===== src/hdl/pmc_pkg.sv =====
// Purpose: shared constants and types for the configuration master link
// Assumes: core_clk at 200 MHz
// Notes: hold and float times kept in ns, cycle counts derived from them
package pmc_pkg;
  localparam int unsigned CLK_PERIOD_NS = 5;
  localparam int unsigned DATA_W = 8;
  localparam int unsigned REV_W = 2;
  localparam int unsigned CNT_W = 9;

  // least times round up, longest times round down
  localparam int unsigned REV_HOLD_NS = 300;
  localparam int unsigned REV_HOLD_CYC =
    (REV_HOLD_NS + CLK_PERIOD_NS - 1) / CLK_PERIOD_NS;
  localparam int unsigned CNT_RST_HOLD_NS = 2000;
  localparam int unsigned CNT_RST_HOLD_CYC =
    (CNT_RST_HOLD_NS + CLK_PERIOD_NS - 1) / CLK_PERIOD_NS;
  localparam int unsigned FLOAT_MAX_NS = 45;
  localparam int unsigned FLOAT_MAX_CYC = FLOAT_MAX_NS / CLK_PERIOD_NS;

  localparam logic [CNT_W-1:0] REV_HOLD = CNT_W'(REV_HOLD_CYC);
  localparam logic [CNT_W-1:0] CNT_RST_HOLD = CNT_W'(CNT_RST_HOLD_CYC);
  localparam logic [CNT_W-1:0] CNT_ONE = 9'h001;
  localparam logic [CNT_W-1:0] CNT_ZERO = 9'h000;

  localparam logic [3:0] RUNOUT_EDGES = 4'h8;

  // internal source half periods in core_clk cycles
  localparam logic [3:0] DIV_FAST = 4'h4;
  localparam logic [3:0] DIV_SLOW = 4'h8;
  // host-made external source half period
  localparam logic [3:0] EXT_HALF = 4'h6;

  // clock start delays, longer with decompression
  localparam logic [CNT_W-1:0] START_PLAIN_INT = 9'h010;
  localparam logic [CNT_W-1:0] START_PLAIN_EXT = 9'h020;
  localparam logic [CNT_W-1:0] START_DEC_INT = 9'h040;
  localparam logic [CNT_W-1:0] START_DEC_EXT = 9'h060;

  typedef enum logic [3:0] {
    PMC_D_IDLE = 4'h1,
    PMC_D_START = 4'h2,
    PMC_D_RUN = 4'h4,
    PMC_D_RUNOUT = 4'h8
  } pmc_dev_state_t;

  typedef enum logic [3:0] {
    PMC_H_IDLE = 4'h1,
    PMC_H_RUN = 4'h2,
    PMC_H_HOLD = 4'h4,
    PMC_H_RST = 4'h8
  } pmc_host_state_t;
endpackage : pmc_pkg


===== src/hdl/pmc_link_if.sv =====
// Purpose: pins between the configuration master and the receiving logic
// Assumes: clock and data lines pulled high when not driven
// Notes: resolved wires computed here from the enables
`timescale 1ns/1ps
interface pmc_link_if;
  logic ce_n;
  logic oe_rst_n;
  logic ext_clk;
  logic busy;
  logic slow_sel;
  logic [pmc_pkg::REV_W-1:0] revision_select;
  logic config_pulse_n;
  logic generated_config_clock_o;
  logic generated_config_clock_oe;
  logic [pmc_pkg::DATA_W-1:0] data_o;
  logic data_oe;
  logic generated_config_clock;
  logic [pmc_pkg::DATA_W-1:0] data;

  // external pull-ups
  assign generated_config_clock =
    generated_config_clock_oe ? generated_config_clock_o : 1'b1;
  assign data = data_oe ? data_o : {pmc_pkg::DATA_W{1'b1}};

  modport device (
    input ce_n, oe_rst_n, ext_clk, busy, slow_sel, revision_select,
    output config_pulse_n, generated_config_clock_o,
    output generated_config_clock_oe, data_o, data_oe
  );
  modport host (
    output ce_n, oe_rst_n, ext_clk, busy, slow_sel, revision_select,
    input config_pulse_n, generated_config_clock, data
  );
endinterface : pmc_link_if


===== src/hdl/pmc_prom_end.sv =====
// Purpose: configuration master end, drives clock and data to the loader
// Assumes: link pins asynchronous to core_clk, synchronised here
// Notes: data changes after falling edge, loader samples on rising
//
// Functional notes
// decompression: clock at half source rate
// decompression without data: clock parked high
// start delay longer with decompression, per source
// eight clocks after chip disable, then float
// start-load command drives pulse low for hold
// revision sampled while pulse low
// long chip disable resets address counters
// long reset low resets address counters
// data floats promptly on disable or reset
// loader picks slower clock when setup needs
// busy holds current word, no advance; the code does this in parallel mode (par_mode) only
`timescale 1ns/1ps
module pmc_prom_end (
  input wire logic core_clk,
  input wire logic sys_rst,
  pmc_link_if.device link,
  input wire logic decomp_en,
  input wire logic ext_src_sel,
  input wire logic par_mode,
  input wire logic term_count,
  input wire logic start_load,
  input wire logic [pmc_pkg::DATA_W-1:0] data_word,
  input wire logic data_ready,
  output logic data_take,
  output logic addr_reset,
  output logic [pmc_pkg::REV_W-1:0] rev_sampled,
  output logic rev_valid
);
  localparam int unsigned SW = pmc_pkg::REV_W + 5;

  ////////////////////////////////////////////////////////////////////////
  // synchronisers
  logic [SW-1:0] sync1;
  logic [SW-1:0] sync2;
  logic ext_q;
  logic s_ce_n;
  logic s_oe;
  logic s_ext;
  logic s_busy;
  logic s_slow;
  logic [pmc_pkg::REV_W-1:0] s_rev;

  always_ff @(posedge core_clk) begin
    if (sys_rst) begin
      sync1 <= '0;
      sync2 <= '0;
      ext_q <= 1'b0;
    end else begin
      sync1 <= {link.ce_n, link.oe_rst_n, link.ext_clk, link.busy,
                link.slow_sel, link.revision_select};
      sync2 <= sync1;
      ext_q <= s_ext;
    end
  end

  assign {s_ce_n, s_oe, s_ext, s_busy, s_slow, s_rev} = sync2;

  ////////////////////////////////////////////////////////////////////////
  // source clock ticks
  logic [3:0] div_cnt;
  logic [3:0] next_div_cnt;
  logic [3:0] div_lim;
  logic half_tick;

  always_comb begin
    // slow option chosen by the loader side
    div_lim = s_slow ? pmc_pkg::DIV_SLOW : pmc_pkg::DIV_FAST;
    if (ext_src_sel) begin
      half_tick = s_ext ^ ext_q;
      next_div_cnt = 4'h0;
    end else begin
      half_tick = (div_cnt == div_lim - 4'h1);
      next_div_cnt = half_tick ? 4'h0 : div_cnt + 4'h1;
    end
  end

  ////////////////////////////////////////////////////////////////////////
  // main control
  pmc_pkg::pmc_dev_state_t state;
  pmc_pkg::pmc_dev_state_t next_state;
  logic phase;
  logic next_phase;
  logic gclk;
  logic next_gclk;
  logic gclk_oe;
  logic next_gclk_oe;
  logic [pmc_pkg::DATA_W-1:0] dout;
  logic [pmc_pkg::DATA_W-1:0] next_dout;
  logic dout_oe;
  logic next_dout_oe;
  logic adv_pend;
  logic next_adv_pend;
  logic next_data_take;
  logic [pmc_pkg::CNT_W-1:0] wait_cnt;
  logic [pmc_pkg::CNT_W-1:0] next_wait_cnt;
  logic [3:0] run_cnt;
  logic [3:0] next_run_cnt;
  logic enable;
  logic step;
  logic clk_run;

  always_comb begin
    enable = !s_ce_n && s_oe;
    next_phase = half_tick ? !phase : phase;
    // decompression divides the source by two
    step = decomp_en ? (half_tick && phase) : half_tick;
    next_state = state;
    next_gclk = gclk;
    next_gclk_oe = gclk_oe;
    next_dout = dout;
    next_dout_oe = dout_oe && enable;
    next_adv_pend = adv_pend;
    next_data_take = 1'b0;
    next_wait_cnt = wait_cnt;
    next_run_cnt = run_cnt;
    clk_run = 1'b0;
    case (state)
      pmc_pkg::PMC_D_IDLE: begin
        next_gclk_oe = 1'b0;
        next_gclk = 1'b1;
        if (enable) begin
          next_state = pmc_pkg::PMC_D_START;
          // start delay by mode and source
          case ({decomp_en, ext_src_sel})
            2'h0: next_wait_cnt = pmc_pkg::START_PLAIN_INT;
            2'h1: next_wait_cnt = pmc_pkg::START_PLAIN_EXT;
            2'h2: next_wait_cnt = pmc_pkg::START_DEC_INT;
            default: next_wait_cnt = pmc_pkg::START_DEC_EXT;
          endcase
        end
      end
      pmc_pkg::PMC_D_START: begin
        if (!enable) begin
          next_state = pmc_pkg::PMC_D_IDLE;
        end else if (wait_cnt == pmc_pkg::CNT_ZERO) begin
          next_state = pmc_pkg::PMC_D_RUN;
          next_gclk_oe = 1'b1;
          next_gclk = 1'b1;
          next_dout = data_word;
          next_dout_oe = 1'b1;
          next_data_take = 1'b1;
          next_adv_pend = 1'b0;
        end else begin
          next_wait_cnt = wait_cnt - pmc_pkg::CNT_ONE;
        end
      end
      pmc_pkg::PMC_D_RUN: begin
        if (!s_oe) begin
          next_state = pmc_pkg::PMC_D_IDLE;
          next_gclk_oe = 1'b0;
        end else if (s_ce_n) begin
          if (term_count) begin
            next_state = pmc_pkg::PMC_D_IDLE;
            next_gclk_oe = 1'b0;
          end else begin
            next_state = pmc_pkg::PMC_D_RUNOUT;
            next_run_cnt = pmc_pkg::RUNOUT_EDGES;
          end
        end else begin
          clk_run = 1'b1;
        end
      end
      pmc_pkg::PMC_D_RUNOUT: begin
        if (!s_oe || (run_cnt == 4'h0 && gclk)) begin
          next_state = pmc_pkg::PMC_D_IDLE;
          next_gclk_oe = 1'b0;
        end else begin
          clk_run = 1'b1;
        end
      end
      default: begin
        next_state = pmc_pkg::PMC_D_IDLE;
        next_gclk_oe = 1'b0;
        next_dout_oe = 1'b0;
      end
    endcase
    if (clk_run && step) begin
      if (gclk) begin
        // without decompressed data the clock stays parked high
        if (!decomp_en || data_ready) begin
          next_gclk = 1'b0;
          if (adv_pend && state == pmc_pkg::PMC_D_RUN) begin
            next_dout = data_word;
            next_data_take = 1'b1;
            next_adv_pend = 1'b0;
          end
        end
      end else begin
        next_gclk = 1'b1;
        // in parallel mode busy keeps the present word on the pins
        next_adv_pend = !(par_mode && s_busy);
        if (state == pmc_pkg::PMC_D_RUNOUT) begin
          next_run_cnt = run_cnt - 4'h1;
        end
      end
    end
  end

  always_ff @(posedge core_clk) begin
    if (sys_rst) begin
      div_cnt <= 4'h0;
      state <= pmc_pkg::PMC_D_IDLE;
      phase <= 1'b0;
      gclk <= 1'b1;
      gclk_oe <= 1'b0;
      dout <= '0;
      dout_oe <= 1'b0;
      adv_pend <= 1'b0;
      data_take <= 1'b0;
      wait_cnt <= pmc_pkg::CNT_ZERO;
      run_cnt <= 4'h0;
    end else begin
      div_cnt <= next_div_cnt;
      state <= next_state;
      phase <= next_phase;
      gclk <= next_gclk;
      gclk_oe <= next_gclk_oe;
      dout <= next_dout;
      dout_oe <= next_dout_oe;
      adv_pend <= next_adv_pend;
      data_take <= next_data_take;
      wait_cnt <= next_wait_cnt;
      run_cnt <= next_run_cnt;
    end
  end

  assign link.generated_config_clock_o = gclk;
  assign link.generated_config_clock_oe = gclk_oe;
  assign link.data_o = dout;
  assign link.data_oe = dout_oe;

  ////////////////////////////////////////////////////////////////////////
  // address counter reset on long disable or reset
  logic [pmc_pkg::CNT_W-1:0] ce_hi_cnt;
  logic [pmc_pkg::CNT_W-1:0] next_ce_hi_cnt;
  logic [pmc_pkg::CNT_W-1:0] oe_lo_cnt;
  logic [pmc_pkg::CNT_W-1:0] next_oe_lo_cnt;
  logic next_addr_reset;

  always_comb begin
    // saturate so that one hold gives one reset pulse
    next_ce_hi_cnt = !s_ce_n ? pmc_pkg::CNT_ZERO :
      (ce_hi_cnt == pmc_pkg::CNT_RST_HOLD) ? ce_hi_cnt :
      ce_hi_cnt + pmc_pkg::CNT_ONE;
    next_oe_lo_cnt = s_oe ? pmc_pkg::CNT_ZERO :
      (oe_lo_cnt == pmc_pkg::CNT_RST_HOLD) ? oe_lo_cnt :
      oe_lo_cnt + pmc_pkg::CNT_ONE;
    next_addr_reset =
      (next_ce_hi_cnt == pmc_pkg::CNT_RST_HOLD &&
       ce_hi_cnt != pmc_pkg::CNT_RST_HOLD) ||
      (next_oe_lo_cnt == pmc_pkg::CNT_RST_HOLD &&
       oe_lo_cnt != pmc_pkg::CNT_RST_HOLD);
  end

  always_ff @(posedge core_clk) begin
    if (sys_rst) begin
      ce_hi_cnt <= pmc_pkg::CNT_ZERO;
      oe_lo_cnt <= pmc_pkg::CNT_ZERO;
      addr_reset <= 1'b0;
    end else begin
      ce_hi_cnt <= next_ce_hi_cnt;
      oe_lo_cnt <= next_oe_lo_cnt;
      addr_reset <= next_addr_reset;
    end
  end

  ////////////////////////////////////////////////////////////////////////
  // configuration pulse and revision sample
  logic [pmc_pkg::CNT_W-1:0] pulse_cnt;
  logic [pmc_pkg::CNT_W-1:0] next_pulse_cnt;
  logic pulse_n;
  logic next_pulse_n;
  logic [pmc_pkg::REV_W-1:0] next_rev_sampled;
  logic next_rev_valid;

  always_comb begin
    next_pulse_cnt = pulse_cnt;
    next_pulse_n = pulse_n;
    next_rev_sampled = rev_sampled;
    next_rev_valid = 1'b0;
    if (start_load && pulse_n) begin
      next_pulse_n = 1'b0;
      next_pulse_cnt = pmc_pkg::REV_HOLD;
    end else if (!pulse_n) begin
      if (pulse_cnt == pmc_pkg::CNT_ONE) begin
        // sampled at the end of the hold, so far end had it settled
        next_pulse_n = 1'b1;
        next_rev_sampled = s_rev;
        next_rev_valid = 1'b1;
      end
      next_pulse_cnt = pulse_cnt - pmc_pkg::CNT_ONE;
    end
  end

  always_ff @(posedge core_clk) begin
    if (sys_rst) begin
      pulse_cnt <= pmc_pkg::CNT_ZERO;
      pulse_n <= 1'b1;
      rev_sampled <= '0;
      rev_valid <= 1'b0;
    end else begin
      pulse_cnt <= next_pulse_cnt;
      pulse_n <= next_pulse_n;
      rev_sampled <= next_rev_sampled;
      rev_valid <= next_rev_valid;
    end
  end

  assign link.config_pulse_n = pulse_n;
endmodule : pmc_prom_end


===== src/flat_wrapper.sv =====
// flat-port wrapper written by rule: the top's interface ports become plain ports
module pmc_prom_end_flat 
  (core_clk, sys_rst, decomp_en, ext_src_sel, par_mode, term_count, start_load, data_word, data_ready, data_take, addr_reset, rev_sampled, rev_valid, link_ce_n, link_oe_rst_n, link_ext_clk, link_busy, link_slow_sel, link_revision_select, link_config_pulse_n, link_generated_config_clock_o, link_generated_config_clock_oe, link_data_o, link_data_oe);
  pmc_link_if link_i ();
  input wire logic core_clk;
  input wire logic sys_rst;
  input wire logic decomp_en;
  input wire logic ext_src_sel;
  input wire logic par_mode;
  input wire logic term_count;
  input wire logic start_load;
  input wire logic [pmc_pkg::DATA_W-1:0] data_word;
  input wire logic data_ready;
  output logic data_take;
  output logic addr_reset;
  output logic [pmc_pkg::REV_W-1:0] rev_sampled;
  output logic rev_valid;
  input wire logic [$bits(link_i.ce_n)-1:0] link_ce_n;
  input wire logic [$bits(link_i.oe_rst_n)-1:0] link_oe_rst_n;
  input wire logic [$bits(link_i.ext_clk)-1:0] link_ext_clk;
  input wire logic [$bits(link_i.busy)-1:0] link_busy;
  input wire logic [$bits(link_i.slow_sel)-1:0] link_slow_sel;
  input wire logic [$bits(link_i.revision_select)-1:0] link_revision_select;
  output wire logic [$bits(link_i.config_pulse_n)-1:0] link_config_pulse_n;
  output wire logic [$bits(link_i.generated_config_clock_o)-1:0] link_generated_config_clock_o;
  output wire logic [$bits(link_i.generated_config_clock_oe)-1:0] link_generated_config_clock_oe;
  output wire logic [$bits(link_i.data_o)-1:0] link_data_o;
  output wire logic [$bits(link_i.data_oe)-1:0] link_data_oe;
  assign link_i.ce_n = link_ce_n;
  assign link_i.oe_rst_n = link_oe_rst_n;
  assign link_i.ext_clk = link_ext_clk;
  assign link_i.busy = link_busy;
  assign link_i.slow_sel = link_slow_sel;
  assign link_i.revision_select = link_revision_select;
  assign link_config_pulse_n = link_i.config_pulse_n;
  assign link_generated_config_clock_o = link_i.generated_config_clock_o;
  assign link_generated_config_clock_oe = link_i.generated_config_clock_oe;
  assign link_data_o = link_i.data_o;
  assign link_data_oe = link_i.data_oe;
  pmc_prom_end u_core (.core_clk(core_clk), .sys_rst(sys_rst), .link(link_i), .decomp_en(decomp_en), .ext_src_sel(ext_src_sel), .par_mode(par_mode), .term_count(term_count), .start_load(start_load), .data_word(data_word), .data_ready(data_ready), .data_take(data_take), .addr_reset(addr_reset), .rev_sampled(rev_sampled), .rev_valid(rev_valid));
endmodule

===== config.mk =====
export PLATFORM = sky130hd
export DESIGN_NAME = pmc_prom_end_flat
export DESIGN_NICKNAME = d
export VERILOG_FILES = /design/src/hdl/pmc_pkg.sv /design/src/hdl/pmc_link_if.sv /design/src/hdl/pmc_prom_end.sv /design/src/flat_wrapper.sv
export SDC_FILE = /design/constraint.sdc
export NUM_CORES = 1
export LEC_CHECK = 0
export ABC_AREA = 0
export BUFFER_PORTS_ARGS = -buffer_cell sky130_fd_sc_hd__buf_2
export CAP_MARGIN = 20
export CORE_ASPECT_RATIO = 0.6
export CORE_MARGIN = 4
export CORE_UTILIZATION = 50
export DETAILED_ROUTE_END_ITERATION = 8
export GPL_TIMING_DRIVEN = 0
export HOLD_SLACK_MARGIN = 0.1
export PLACE_DENSITY = 0.73
export SYNTH_ARGS = -nofsm -noshare
export SYNTH_HDL_FRONTEND = slang
export SYNTH_SLANG_ARGS = --single-unit
export TNS_END_PERCENT = 50

===== constraint.sdc =====
create_clock -name core_clk -period 2.35 [get_ports core_clk]
set_input_delay 0.1175 -clock core_clk [delete_from_list [all_inputs] [get_ports core_clk]]
set_output_delay 0.1175 -clock core_clk [all_outputs]
set_load 0.01 [all_outputs]

== Word-level counts from Yosys, hierarchy flattened ==
Index checks and enable logic that the tools add are counted.

* Flip-flop bits (word level): 82
* Bits in latches: 0
* Bits in writable memories: 0
* Memory bits (read-only): 0
* Input port bits: 23
* Output and inout bits: 17
* Logic and storage cells: 158
* Memories: 0

* $add $sub $neg: 7
* Multipliers: 0
* Divide/modulo/power cells: 0
* $lt $le $gt $ge: 0
* Eq/ne operators: 23
* Shift-type cells: 0
* Muxes and demuxes: 73
* Bitwise logic cells: 3
* Reduce and logical (&&, ||, !) cells: 30

{| class="wikitable"
|+ Operators with widths
! cell !! count
|-
| 9-bit 2-to-1 mux || 7
|-
| 4-bit 2-to-1 mux || 15
|-
| 8-bit 2-to-1 mux || 7
|-
| 9-bit == test, second input constant || 4
|-
| 1-bit 2-to-1 mux || 35
|-
| 7-bit one-hot mux with 3 select lines || 1
|-
| 9-bit by 1-bit adder with 9-bit output, second input constant || 2
|-
| 9-bit inequality test, second input constant || 2
|-
| 9-bit one-hot mux with 2 select lines || 1
|-
| 9-bit by 1-bit subtractor with 9-bit output, second input constant || 2
|-
| 4-bit one-hot mux with 4 select lines || 1
|-
| 6-bit 2-to-1 mux || 2
|-
| 1-bit logical AND || 10
|-
| 9-bit by 1-bit == test with 1-bit output, second input constant || 1
|-
| 9-bit logical NOT || 1
|-
| 3-bit OR reduction || 3
|-
| 2-bit by 1-bit inequality test with 1-bit output, second input constant || 4
|-
| 4-bit AND reduction || 2
|-
| 4-bit by 1-bit subtractor with 4-bit output, second input constant || 2
|-
| 3-bit inequality test, second input constant || 2
|-
| 1-bit one-hot mux with 2 select lines || 3
|-
| 1-bit logical NOT || 5
|-
| 5-bit AND reduction || 1
|-
| 4-bit by 1-bit adder with 4-bit output, second input constant || 1
|-
| other kinds (18) || 22
|}

== Longest topological paths before layout ==
* Depth after elaboration: 8
* Gate-level depth with buffers: 9

== Worst setup path before layout ==
Ideal clock, no wire load.

* Path type: register to register
* Start point: register u_core.div_cnt[0]
* End point: register u_core.dout (netlist bit u_core.link.data_o[0])
* Library setup time: 0.119 ns
* Arrival: 2.034 ns
* Required time: 2.231 ns
* Setup slack: 0.197 ns
* Stages on the path, launching flop included: 9
* Cells stage by stage: dfxtp_1 ha_1 or3b_1 a2bb2oi_1 or4b_1 buf_2 o21ba_1 buf_6 mux2i_1

* Word-level cells in the longest chain between the ends: 6

{| class="wikitable"
|+ RTL lines
! element !! line !! text
|-
| start, declared || pmc_prom_end.sv:65 || <nowiki>logic [3:0] div_cnt;</nowiki>
|-
| start signal, assigned || pmc_prom_end.sv:218 || <nowiki>div_cnt <= next_div_cnt;</nowiki>
|-
| 4-bit == test * || pmc_prom_end.sv:77 || <nowiki>half_tick = (div_cnt == div_lim - 4'h1);</nowiki>
|-
| 1-bit 2-to-1 mux * || pmc_prom_end.sv:73 || <nowiki>if (ext_src_sel) begin</nowiki>
|-
| 1-bit logical AND || pmc_prom_end.sv:111 || <nowiki>step = decomp_en ? (half_tick && phase) : half_tick;</nowiki>
|-
| 1-bit 2-to-1 mux * || pmc_prom_end.sv:111 ||
|-
| 1-bit logical AND * || pmc_prom_end.sv:182 || <nowiki>if (clk_run && step) begin</nowiki>
|-
| 8-bit 2-to-1 mux * || pmc_prom_end.sv:182 ||
|-
| end signal, assigned || pmc_prom_end.sv:223 || <nowiki>dout <= next_dout;</nowiki>
|-
| end, declared || pmc_prom_end.sv:92 || <nowiki>logic [pmc_pkg::DATA_W-1:0] dout;</nowiki>
|}

Every way passes the cells marked *; elsewhere a longest branch is shown, timed or not.
A chain may end at the register's enable or synchronous reset.

== Worst setup path in the final report ==
* Start point: register u_core.div_cnt[0]
* End point: register u_core.dout (netlist bit u_core.link.data_o[4])

Same word-level chain as after synthesis.

==> flow_metrics.env <==
export IMPL_status="complete, no violations"
export IMPL_yosysWarnings=0
export IMPL_cap_violations=0
export IMPL_numCtsBuffers=9
export IMPL_cp_endpoint="u_core.link.data_o[4]$_SDFF_PP0_"
export IMPL_die_x_um=120
export IMPL_p_sw_share_pct=22.9
export IMPL_fin_skew_ns=0.00510
export IMPL_antenna_found_initial=0
export IMPL_antenna_cells=0
export IMPL_netlist_area_um2=3750
export IMPL_io_buffer_count=39
export IMPL_ys_seq_area_share_pct=43.8
export IMPL_grt_pass1_wl_um=14200
export IMPL_p_per_area_nw_per_um2=692
export IMPL_vias=3251
export IMPL_r2r_start="u_core.div_cnt[0]$_SDFF_PP0_"
export IMPL_post_route_period_util_pct=97.7
export IMPL_p_leak_nw=1.85
export IMPL_grt_ovfl_total=0
export IMPL_cp_end_kind="register"
export IMPL_initial_core_util_pct=51.6
export IMPL_syn_num_nets=462
export IMPL_cts_tree="built"
export IMPL_combPwrFrac_pct=7.6
export IMPL_drv_slew=0
export IMPL_worstPathCellList="ha_4 > or3b_1 > a2bb2oi_2 > or4b_4 > buf_6 > o21ba_1 > buf_6 > mux2i_1"
export IMPL_io_pins=40
export IMPL_fp_row_count=24
export IMPL_clock_root_buffer="clkbuf_16"
export IMPL_pre_cts_slack_ns=-0.174
export IMPL_syn_area_per_cell_um2=8.76
export IMPL_synthArstFlopShare_pct=0
export IMPL_nFillCells=628
export IMPL_fin_area_um2=4630
export IMPL_synth_edf_count=0
export IMPL_crit_path_start_kind="register"
export IMPL_dp_hpwl_um=6010
export IMPL_startpoint="u_core.div_cnt[0]$_SDFF_PP0_"
export IMPL_r2r_end="u_core.link.data_o[4]$_SDFF_PP0_"
export IMPL_reg2reg_depth=8
export IMPL_dieArea_um2=8990
export IMPL_path_clk_slew_ns=0.06
export IMPL_drt_total_wl_um=8670
export IMPL_min_period_ns=2.30
export IMPL_setup_ws_ns=0.0539
export IMPL_intPower_w=0.00247
export IMPL_ys_types=58
export IMPL_die_h_um=75.1
export IMPL_nets=529
export IMPL_grt_max_degree=15
export IMPL_drive_above_1_share_pct=15.4
export IMPL_hold_class="input pin to register"
export IMPL_arrival_ns=2.52
export IMPL_drc=0
export IMPL_gp_routability_congestion=0.929
export IMPL_tightestPinTransition_ns=0.848
export IMPL_power_frac_seq_pct=45.9
export IMPL_clock_path_buffers=2
export IMPL_cp_slowest_cell="or4b_4"
export IMPL_fmax_ghz=0.436
export IMPL_cts_htree_levels=3
export IMPL_rsz0062_at_grt="true"
export IMPL_setup_viol=0
export IMPL_p_switching_w=0.000734
export IMPL_firstDrtPassIters=5
export IMPL_relSlewSlack_pct=43.3
export IMPL_worstPathRequired_ns=2.57
export IMPL_track_usage_pct=20.1
export IMPL_slowest_delay_ns=0.55
export IMPL_place_area_um2=4080
export IMPL_crit_top_cell="buf_6"
export IMPL_crit_type="register to register"
export IMPL_utilization_pct=63.7
export IMPL_wl_per_cell_um=14.3
export IMPL_synthCells=428
export IMPL_r2r_setup_slack_ns=0.05
export IMPL_cts_sinks=82
export IMPL_ant_nets=0
export IMPL_ys_flop_type="dfxtp_1"
export IMPL_areaGrowthSynthToFinish_pct=23.4
export IMPL_clk_latency_ns=0.34
export IMPL_grt_pass1_vias=2945
export IMPL_peakVddDrop_v=0.000481
export IMPL_clockPowerShare_pct=46.5
export IMPL_drtIter0Drc=284
export IMPL_viasPerCell=5.38
export IMPL_finalHoldViolCount=0
export IMPL_core_um2=7270
export IMPL_cp_max_fo=9
export IMPL_ys_ff_latch=82
[routing by layer]
metal	GRT usage, %	wire, um	vias up	part of all wire [%]
met5	0	0	-	0
met4	6.47	117	0	1.3
met3	7.73	574	11	6.6
met2	28.9	3570	96	41
met1	27.9	4400	1513	51
li1	-	-	1631	-
[cells in the final DEF, fill, tap and decap left out, drive strengths merged, types with 3 or more instances in the layout]
master,synthesis,routed
o21ai,12,12
and2,4,4
a211oi,3,3
buf,4,44
dfxtp,82,82
and3,3,3
nor2,56,56
nand4b,3,3
or4b,3,3
or4,3,3
nor3,9,9
nand2b,6,6
ha,11,11
inv,17,17
a21oi,19,19
nor2b,18,18
nand3,11,11
o211ai,8,8
clkbuf,11,20
clkinv,0,3
nor4b,7,7
mux2i,11,11
nand3b,5,5
nor4,8,8
nand2,43,43
a31oi,6,6
dlygate4sd3,0,16
xor2,18,18
nand4,3,3
or3,6,6
xnor2,9,9
[critical path, delay by kind of cell (launching register included)]
family / cells / cell delay, ns
simple gates: 2 / 0.90
flops: 1 / 0.36
compound gates: 2 / 0.36
buf+inv: 2 / 0.30
fa+ha+maj: 1 / 0.15
mux: 1 / 0.12
[cells by family (layout without fill, tap and decap cells)]
group,Yosys count,after routing,share of synthesized area (%)
DFF,82,82,43.8
xor gates and xnor gates,27,27,6.31
AOI/OAI and AO/OA,66,66,11.5
adders and majority gates,11,11,3.67
muxes,13,13,3.54
buffers and inverters,32,104,3.47
and+or+nand+nor,197,197,27.7
[cell usage after synthesis, drive strengths merged (2+ instances only)]
| cell | number | area (um2) |
|---|---|---|
| dfxtp | 82 | 1640 |
| nor2 | 56 | 210 |
| nand2 | 43 | 161 |
| a21oi | 19 | 98.9 |
| nor2b | 18 | 113 |
| xor2 | 18 | 158 |
| inv | 17 | 63.8 |
| o21ai | 12 | 60.1 |
| clkbuf | 11 | 41.3 |
| ha | 11 | 138 |
| mux2i | 11 | 110 |
| nand3 | 11 | 55.1 |
| nor3 | 9 | 45.0 |
| xnor2 | 9 | 78.8 |
| nor4 | 8 | 56.3 |
| o211ai | 8 | 60.1 |
| nor4b | 7 | 67.6 |
| a31oi | 6 | 37.5 |
| nand2b | 6 | 37.5 |
| or3 | 6 | 37.5 |
| nand3b | 5 | 37.5 |
| and2 | 4 | 25.0 |
| buf | 4 | 25.0 |
| a211oi | 3 | 22.5 |
| and3 | 3 | 18.8 |
| nand4 | 3 | 18.8 |
| nand4b | 3 | 26.3 |
| or4 | 3 | 22.5 |
| or4b | 3 | 30.0 |
| a2bb2oi | 2 | 17.5 |
| a311oi | 2 | 17.5 |
| mux2 | 2 | 22.5 |
| nor4bb | 2 | 20.0 |
| o22ai | 2 | 12.5 |
| or2 | 2 | 12.5 |
| or3b | 2 | 17.5 |
[state kept, by name, indices dropped and copies added, names as in the netlist]
signal	count
u_core.pulse_cnt	9
u_core.link.data_oe	1
u_core.ext_q	1
u_core.link.data_o	8
u_core.sync1	7
u_core.ce_hi_cnt	9
u_core.phase	1
u_core.adv_pend	1
u_core.rev_sampled	2
u_core.link.config_pulse_n	1
u_core.state	4
u_core.run_cnt	4
u_core.addr_reset	1
u_core.div_cnt	4
u_core.sync2	7
u_core.rev_valid	1
u_core.oe_lo_cnt	9
u_core.data_take	1
u_core.link.generated_config_clock_oe	1
u_core.link.generated_config_clock_o	1
u_core.wait_cnt	9
[power groups by stage]
stage | Sequential, W | Combinational, W | Clock [W]
2_1_floorplan | 0.00149 | 0.000149 | 0
3_3_place_gp | 0.00149 | 0.000206 | 0
3_5_place_dp | 0.00149 | 0.000213 | 0
4_1_cts | 0.00146 | 0.000235 | 0.00152
5_1_grt | 0.00147 | 0.000270 | 0.00159
6_report | 0.00147 | 0.000244 | 0.00149
[through the flow]
| stage | total power (W) | hold WS [ns] | setup TNS [ns] | instances |
|---|---|---|---|---|
| 4_1_cts | 0.00322 | 0.175 | 0 | 603 |
| 2_1_floorplan | 0.00164 | 0.246 | 0 | 428 |
| 5_1_grt | 0.00333 | 0.214 | -0.0105 | 604 |
| 3_5_place_dp | 0.00171 | 0.333 | -0.637 | 571 |
| 6_report | 0.00320 | 0.198 | 0 | 604 |
| 3_3_place_gp | 0.00170 | 0.330 | -0.140 | 571 |
[worst min-delay path by stage]
stage / startpoint / to / slack, ns / depth (start not counted)
floorplan: link_revision_select[0] / u_core.sync1[0]$_SDFF_PP0_ / 0.25 / 1
global placement: link_revision_select[0] / u_core.sync1[0]$_SDFF_PP0_ / 0.33 / 2
detailed placement: link_revision_select[0] / u_core.sync1[0]$_SDFF_PP0_ / 0.33 / 2
CTS: decomp_en / u_core.wait_cnt[6]$_SDFFE_PP0P_ / 0.18 / 3
global route: decomp_en / u_core.wait_cnt[6]$_SDFFE_PP0P_ / 0.21 / 3
finish: decomp_en / u_core.wait_cnt[6]$_SDFFE_PP0P_ / 0.20 / 3
[layout make-up]
type	instances	area (um2)	area share, %
Clock buffer	9	225	4.87
Timing Repair Buffer	56	363	7.84
Sequential cell	82	1640	35.5
Tap cell	104	130	2.81
Multi-Input combinational cell	314	2040	44.0
Inverter	17	63.8	1.38
Clock inverter	7	93.8	2.03
Buffer	15	72.6	1.57
[timing repair]
item,4_1_cts,5_1_grt
endpoints found under the setup margin,6,17
resized for setup,3,12
hold endpoints to repair,16,0
setup buffers,0,1
hold buffers,16,0
pin swaps,0,3
No activity file was read; power rests on OpenSTA's default activity.
